$ cat src/logic/lsd_pkg.sv
/*
 package for the led sink latch block: field layout, widths and timing counts.
 assumes a 100 MHz system clock that samples the serial link pins.
*/
package lsd_pkg;
   localparam int SHIFT_W = 25;
   localparam int CH_N = 24;
   localparam int BRIGHT_W = 7;
   localparam int MODE_W = 3;
   localparam int SEL_BIT = 24;
   localparam int RED_LO = 0;
   localparam int GRN_LO = 7;
   localparam int BLU_LO = 14;
   localparam int MODE_LO = 21;
   localparam logic [2:0] FIRST_SHORT_MODE = 3'h4;
   // stagger between neighbouring channels
   localparam int STAGGER_NS = 30;
   localparam int CLK_PERIOD_NS = 10;
   localparam int STAGGER_CYC = (STAGGER_NS + CLK_PERIOD_NS - 1) / CLK_PERIOD_NS;
   localparam logic [4:0] LAST_CH = 5'h17;
   localparam logic [24:0] SHIFT_ZERO = 25'h0000000;
   localparam logic [23:0] CH_ZERO = 24'h000000;
endpackage

$ cat src/logic/lsd_core.sv
/*
 led sink latch and fault status core: serial shift register, two latches,
 fault holders, staggered sink enables.
 assumes link pins are asynchronous to clk; comparator and thermal sense
 results arrive as asynchronous levels from the analog side.
*/
//
// Contract
// RULE_01 - top bit 0 routes low 24 bits to enable latch, 1 to control latch
// RULE_02 - chosen latch captures only on load strobe rising edge
// RULE_03 - each enable bit turns its sink on, subject to blanking
// RULE_04 - host writes both latches before enabling any output
// RULE_05 - control bits hold red, green, blue brightness in 7-bit fields
// RULE_06 - control bits 23..21 select open or short detect and threshold
// RULE_07 - group current scales linearly over 128 brightness steps
// RULE_08 - top bit 0 load copies enables then loads status word
// RULE_09 - top bit 1 load updates control latch only, no status
// RULE_10 - load without newly shifted data is ignored entirely
// RULE_11 - host refreshes status by reshifting same enable pattern
// RULE_12 - status bits leave serially one per shift clock rising edge
// RULE_13 - open mode reports low pin voltage on enabled outputs only
// RULE_14 - short mode reports high pin voltage on enabled outputs only
// RULE_15 - host keeps blanking low at least 1 us before raising it
// RULE_16 - detect holder freezes at blanking rise, transparent while low
// RULE_17 - load strobe moves detect and thermal holders into shift register
// RULE_18 - overheat forces outputs off, sets flag, restarts automatically
// RULE_19 - overheat flag held until load, then clears only if cooled
// RULE_20 - one detect type active; results invalid while overheat flag set
// RULE_21 - sinks switch in red0 green0 blue0 ... blue7 order with delay
// RULE_22 - blanking high forces every sink off
// RULE_23 - new brightness applies to current immediately
// RULE_24 - serial data shifts in msb first, oldest bit leaves on serial out
// RULE_25 - status word: detect bits in channel order low, flag on top
`timescale 1ns/1ps
module lsd_core
   import lsd_pkg::*;
(
   // system
   input wire logic clk,
   input wire logic rst_n,
   // serial link
   input wire logic shiftClk,
   input wire logic serialIn,
   input wire logic load_strobe,
   input wire logic blank,
   output logic serial_out,
   // analog sense, per channel in order r0 g0 b0 r1 ...
   input wire logic [CH_N-1:0] pinLow,
   input wire logic [CH_N-1:0] pinHigh,
   input wire logic overTemp,
   input wire logic belowRelease,
   // sink drive and brightness
   output logic [CH_N-1:0] sinkOn,
   output logic [BRIGHT_W-1:0] redBright,
   output logic [BRIGHT_W-1:0] greenBright,
   output logic [BRIGHT_W-1:0] blueBright,
   output logic [MODE_W-1:0] detectMode,
   output logic overheat_shutdown
);
   // ************************************************************
   // input synchronisers
   // ************************************************************
   logic [4:0] syncA_r;
   logic [4:0] syncB_r;
   logic [CH_N-1:0] lowA_r, lowB_r, highA_r, highB_r;
   logic sclkD_r, strobeD_r, blankD_r;
   always_ff @(posedge clk)
   begin
      syncA_r <= {shiftClk, serialIn, load_strobe, blank, overTemp};
      syncB_r <= syncA_r;
      lowA_r <= pinLow;
      lowB_r <= lowA_r;
      highA_r <= pinHigh;
      highB_r <= highA_r;
   end
   logic sclkS, sinS, strobeS, blankS, hotS;
   logic relA_r, relB_r;
   assign {sclkS, sinS, strobeS, blankS, hotS} = syncB_r;
   always_ff @(posedge clk)
   begin
      relA_r <= belowRelease;
      relB_r <= relA_r;
   end
   always_ff @(posedge clk)
   begin
      if (!rst_n)
      begin
         sclkD_r <= 1'b0;
         strobeD_r <= 1'b0;
         blankD_r <= 1'b1;
      end
      else
      begin
         sclkD_r <= sclkS;
         strobeD_r <= strobeS;
         blankD_r <= blankS;
      end
   end
   logic sclkRise, strobeRise, blankRise, blankFall;
   assign sclkRise = sclkS & ~sclkD_r;
   assign strobeRise = strobeS & ~strobeD_r;
   assign blankRise = blankS & ~blankD_r;
   assign blankFall = ~blankS & blankD_r;

   // ************************************************************
   // shift register and latches
   // ************************************************************
   logic [SHIFT_W-1:0] shift_r;
   logic [CH_N-1:0] enLatch_r;
   logic [CH_N-1:0] ctrl_r;
   logic fresh_r;
   logic overheat_flag_r;
   logic [CH_N-1:0] detHold_r;
   logic loadOk;
   logic [CH_N-1:0] detLive;
   // RULE_10 load gating
   assign loadOk = strobeRise & fresh_r;
   // RULE_25 status word layout
   logic [SHIFT_W-1:0] status_word;
   assign status_word = {overheat_flag_r, detHold_r};

   always_ff @(posedge clk)
   begin
      if (!rst_n)
      begin
         shift_r <= SHIFT_ZERO;
         fresh_r <= 1'b0;
      end
      // RULE_08 status replaces shift data after an enable load
      else if (loadOk && !shift_r[SEL_BIT])
      begin
         shift_r <= status_word;
         fresh_r <= 1'b0;
      end
      // RULE_24 msb-first shift
      else if (sclkRise)
      begin
         shift_r <= {shift_r[SHIFT_W-2:0], sinS};
         fresh_r <= 1'b1;
      end
      // RULE_09 control load leaves shift data alone
      else if (loadOk)
         fresh_r <= 1'b0;
   end

   // RULE_01 route by top bit
   // RULE_02 capture only on strobe rise
   always_ff @(posedge clk)
   begin
      if (!rst_n)
         enLatch_r <= CH_ZERO;
      else if (loadOk && !shift_r[SEL_BIT])
         enLatch_r <= shift_r[CH_N-1:0];
   end
   always_ff @(posedge clk)
   begin
      if (!rst_n)
         ctrl_r <= CH_ZERO;
      else if (loadOk && shift_r[SEL_BIT])
         ctrl_r <= shift_r[CH_N-1:0];
   end

   // RULE_12 oldest bit presented on serial out
   always_ff @(posedge clk)
   begin
      if (!rst_n)
         serial_out <= 1'b0;
      else
         serial_out <= shift_r[SHIFT_W-1];
   end

   // ************************************************************
   // brightness and mode outputs
   // ************************************************************
   // RULE_05 field split
   // RULE_07 linear code passed to current dac
   // RULE_23 registered straight from latch, one cycle
   always_ff @(posedge clk)
   begin
      if (!rst_n)
      begin
         redBright <= '0;
         greenBright <= '0;
         blueBright <= '0;
         detectMode <= '0;
      end
      else
      begin
         redBright <= ctrl_r[RED_LO +: BRIGHT_W];
         greenBright <= ctrl_r[GRN_LO +: BRIGHT_W];
         blueBright <= ctrl_r[BLU_LO +: BRIGHT_W];
         // RULE_06 mode code
         detectMode <= ctrl_r[MODE_LO +: MODE_W];
      end
   end

   // ************************************************************
   // fault detection and thermal holder
   // ************************************************************
   // RULE_13 open detect
   // RULE_14 short detect
   // RULE_20 single mode, masked by overheat
   assign detLive = overheat_flag_r ? CH_ZERO :
      (((ctrl_r[MODE_LO +: MODE_W] >= FIRST_SHORT_MODE) ? highB_r : lowB_r) & sinkOn);

   // RULE_16 transparent while blank low, frozen on rise
   always_ff @(posedge clk)
   begin
      if (!rst_n)
         detHold_r <= CH_ZERO;
      else if (!blankS && !blankRise)
         detHold_r <= detLive;
   end

   // RULE_18 shutdown follows temperature with hysteresis
   always_ff @(posedge clk)
   begin
      if (!rst_n)
         overheat_shutdown <= 1'b0;
      else if (hotS)
         overheat_shutdown <= 1'b1;
      else if (relB_r)
         overheat_shutdown <= 1'b0;
   end
   // RULE_19 flag set wins, clear only at load when cooled
   // RULE_17 flag sampled into status at load
   always_ff @(posedge clk)
   begin
      if (!rst_n)
         overheat_flag_r <= 1'b0;
      else if (hotS)
         overheat_flag_r <= 1'b1;
      else if (loadOk && !shift_r[SEL_BIT] && relB_r)
         overheat_flag_r <= 1'b0;
   end

   // ************************************************************
   // staggered sink sequencer
   // ************************************************************
   logic [CH_N-1:0] target;
   logic [4:0] chIdx_r;
   logic [7:0] gap_r;
   logic busy_r;
   logic [CH_N-1:0] targetD_r;
   // RULE_22 blanking forces off
   // RULE_03 enable bit per sink
   assign target = (blankS || overheat_shutdown) ? CH_ZERO : enLatch_r;
   always_ff @(posedge clk)
   begin
      if (!rst_n)
         targetD_r <= CH_ZERO;
      else
         targetD_r <= target;
   end

   // RULE_21 one channel per stagger step in fixed order
   always_ff @(posedge clk)
   begin
      if (!rst_n)
      begin
         sinkOn <= CH_ZERO;
         chIdx_r <= '0;
         gap_r <= '0;
         busy_r <= 1'b0;
      end
      // a new wanted pattern restarts the pass, so red0 always switches first
      else if (target != targetD_r || blankFall || loadOk)
      begin
         busy_r <= 1'b1;
         chIdx_r <= '0;
         gap_r <= '0;
      end
      else if (!busy_r)
      begin
         if (target != sinkOn)
         begin
            busy_r <= 1'b1;
            chIdx_r <= '0;
            gap_r <= '0;
         end
      end
      else if (gap_r != 8'(STAGGER_CYC - 1))
         gap_r <= gap_r + 8'h01;
      else
      begin
         gap_r <= '0;
         sinkOn[chIdx_r] <= target[chIdx_r];
         if (chIdx_r == LAST_CH)
            busy_r <= 1'b0;
         else
            chIdx_r <= chIdx_r + 5'h01;
      end
   end
endmodule // lsd_core

$ cat config.mk
export PLATFORM = sky130hd
export DESIGN_NAME = lsd_core
export DESIGN_NICKNAME = d
export VERILOG_FILES = /design/src/logic/lsd_pkg.sv /design/src/logic/lsd_core.sv
export SDC_FILE = /design/constraint.sdc
export NUM_CORES = 1
export LEC_CHECK = 0
export BUFFER_PORTS_ARGS = -buffer_cell sky130_fd_sc_hd__buf_2
export CAP_MARGIN = 20
export CORE_MARGIN = 3
export CORE_UTILIZATION = 44
export DETAILED_ROUTE_END_ITERATION = 6
export PLACE_DENSITY = 0.69
export SYNTH_ARGS = -nofsm -noshare
export SYNTH_HDL_FRONTEND = slang
export SYNTH_SLANG_ARGS = --single-unit
$ cat constraint.sdc
create_clock -name clk -period 4.51 [get_ports clk]
set_input_delay 0.6765 -clock clk [delete_from_list [all_inputs] [get_ports clk]]
set_output_delay 0.6765 -clock clk [all_outputs]
set_load 0.01 [all_outputs]
==> results.toml <==
[final_layout]
final_cells = 1496
regArea_um2 = 5970
final_common_cell = "dfxtp_1"
nFillCells = 2206
n_antenna_cell = 0
final_cell_mix = "297 x dfxtp_1, 159 x nand2_1, 104 x buf_2"
drive_above_1_share_pct = 16.3
area_delta_synth_final_pct = 15.0
postLayoutCellArea_um2 = 12600
final_nets = 1212
multi_input_area_um2 = 4620

[global_routing]
grt_max_degree = 91
grt_pass1_vias = 7515
grt_usage_pct = 19.3
grt_pass1_wl_um = 41600
antenna_found_initial = 0
grt.overflow.total = 0

[timing]
setup_tns_ns = 0
finClkSkew_ns = 0.0396
holdWs_ns = 0.199
final_max_slew_viol_count = 0
max_slew_margin_pct = 29.1
hold_viol = 0
rsz0062_at_grt = "no"
min_period_over_period_pct = 75.5
tightestPinTransition_ns = 1.06
setup-violations-final = 0
final.min_clock_period_ns = 3.41
timing.fmax_mhz = 294

[floorplanning]
io_pins = 106
die_w_um = 164
dieArea_um2 = 26900
core_um2 = 24500
num_rows = 57
dieHeight_um = 164
initial_core_util_pct = 45.0

[clock_tree]
clk_path_buf_depth = 3
h-tree-depth = 1
insertion_delay_ns = 0.57
clk_transition_reported_paths_ns = 0.06
hold_buffers = 0
post_cts.repair.setup_buffers = 0
cts_tree = "built"
cts_inserted_buffers = 30
cts.repair.resized = 0
root_buffer = "clkbuf_16"
clock-sinks = 298

[pwr]
combinationalPowerShare_pct = 3.9
seqPwrFrac_pct = 51.4
p_clk_share_pct = 44.7
leakagePower_nw = 5.24
total_power_mw = 5.35
peakVddDrop_mv = 0.485
intPower_mw = 4.17
power_switching_mw = 1.18
powerDensity_nw_per_um2 = 423
swShare_pct = 22.1

[yosys]
syn_inst = 1084
synth.mux.area_fraction_pct = 7.78
synth_warnings = 0
synth_xor_area_share_pct = 1.19
syn_area_per_cell_um2 = 10.1
synthFlopType = "dfxtp_1"
synth_edf_count = 0
synth_compound_area_share_pct = 12.4
syn-num-nets = 1146
synth_top_family_by_area = "simple AND/OR/NAND/NOR gates"
ys_seq_area_share_pct = 54.2
ys_async_sr_fraction_pct = 0
yosys.area_share.adder_pct = 0.683
mappedNetlistArea_um2 = 11000
synth-simple-area-share_pct = 20.0
synth_cell_types = 63
ys_seq_elements = 298

[hold_path]
hold_path.class = "in -> reg"

[critical_path]
required_ns = 4.97
cp-start-kind = "register"
cp.arrival_ns = 3.86
cp-end-kind = "register"
path_class = "reg -> reg"
critPathMaxFanout = 30

[place]
dp_hpwl_um = 17900
gp_congestion = 0.937
place_inst = 1442
portBuffers = 105
dpl_cell_area_um2 = 11700

[drt]
avgViaCountPerCell = 5.39
dr.pass1.iters = 5
num_vias = 8061
post-route-drc-count = 0
wl_per_cell_um = 17.6
finalWirelength_um = 26300
first_iter_violations = 733
ant_nets = 0

[status]
status = "finished, final reports clean"

[run]
drv_cap = 0
==> through the flow <==
stage,util (%),setup slack [ns]
after floorplan,-,2.08
after global placement,47.7,1.23
after detailed placement,47.7,1.19
after CTS,51.7,1.14
after global routing,51.7,0.800
final,51.7,1.10
==> power by group through the flow <==
stage / Combinational [mW] / Clock [mW] / Sequential [mW]
after floorplan: 0.165 / 0 / 2.78
after global placement: 0.205 / 0 / 2.81
after detailed placement: 0.207 / 0 / 2.81
after CTS: 0.208 / 2.44 / 2.75
after global routing: 0.231 / 2.57 / 2.76
final: 0.208 / 2.39 / 2.75
==> worst paths after layout <==
check / start / endpoint / slack, ns / cells past startpoint
setup / recovery: syncB_r[1] / chIdx_r[1] / 1.10 / 7
hold / removal: pinLow[20] / lowA_r[20] / 0.20 / 1
setup reg to reg: syncB_r[1] / chIdx_r[1] / 1.10 / 7
hold reg to reg: relA_r / relB_r / 0.32 / 0
==> sequential cells by signal (all words and copies together) (netlist names), 7 cells and up <==
| register | flops |
|---|---|
| highB_r | 24 |
| enLatch_r | 24 |
| greenBright | 7 |
| sinkOn | 24 |
| gap_r | 8 |
| highA_r | 24 |
| lowB_r | 24 |
| ctrl_r | 24 |
| redBright | 7 |
| shift_r | 25 |
| detHold_r | 24 |
| blueBright | 7 |
| targetD_r | 24 |
| lowA_r | 24 |
==> layer usage <==
metal  share of wire, %  vias up  GRT usage, %  routed length (um)
met3                7.9       53          4.11                2080
met2                 46      301          31.5               12000
met4                2.8        0          6.11                 735
met5                  0        -             0                   0
met1                 43     3779          25.7               11400
li1                   -     3928             -                   -
==> cells by family after synthesis <==
| logic type | after synthesis |
|---|---|
| simple gates | 407 |
| fa+ha+maj | 6 |
| compound gates | 180 |
| flops | 298 |
| xor+xnor | 15 |
| buf+inv | 100 |
| mux | 78 |
==> worst max-delay path: stages, from the launching register on <==
cell,delay [ns]
dfxtp_2,0.65
or2_2,0.56
nor2_1,0.10
o32ai_1,0.25
nand3_1,0.16
nor4_4,0.75
nand2_1,0.55
a21oi_1,0.25
==> synthesized netlist by cell type, types with 3 or more instances <==
| master | instances | area share, % |
|---|---|---|
| o211a_1 | 25 | 2.3 |
| a22oi_1 | 3 | 0.20 |
| nor2_1 | 43 | 1.5 |
| nor2b_1 | 34 | 1.9 |
| o21ai_2 | 6 | 0.48 |
| and2_1 | 28 | 1.6 |
| o21ai_0 | 7 | 0.32 |
| o32ai_1 | 12 | 0.96 |
| nor4bb_1 | 14 | 1.3 |
| a21oi_2 | 6 | 0.48 |
| buf_2 | 5 | 0.23 |
| nor3b_1 | 3 | 0.20 |
| nand2b_1 | 7 | 0.40 |
| nand3_1 | 7 | 0.32 |
| a21boi_0 | 49 | 3.3 |
| nand4b_1 | 6 | 0.48 |
| nand4_1 | 28 | 1.6 |
| o22ai_1 | 3 | 0.17 |
| or3_1 | 3 | 0.17 |
| mux4_2 | 6 | 1.2 |
| clkbuf_1 | 65 | 2.2 |
| nor4b_1 | 22 | 1.8 |
| nand2_1 | 160 | 5.5 |
| a21oi_1 | 35 | 1.6 |
| buf_1 | 5 | 0.17 |
| nor4_1 | 4 | 0.23 |
| xnor2_1 | 14 | 1.1 |
| nor3_1 | 5 | 0.23 |
| ha_1 | 6 | 0.68 |
| buf_4 | 4 | 0.27 |
| a31oi_1 | 13 | 0.74 |
| or4_1 | 3 | 0.20 |
| inv_1 | 19 | 0.65 |
| mux2i_1 | 72 | 6.6 |
| and3_1 | 29 | 1.6 |
| dfxtp_1 | 298 | 54 |
==> final cells by class <==
cell class,count,share of cell area [%]
Clock inverter,11,0.910
Clock buffer,43,6.80
Sequential cell,298,47.2
Inverter,19,0.564
Tap cell,324,3.21
Timing Repair Buffer,115,4.77
Multi-Input combinational cell,686,36.6
Power figures use the tool's default switching activity.
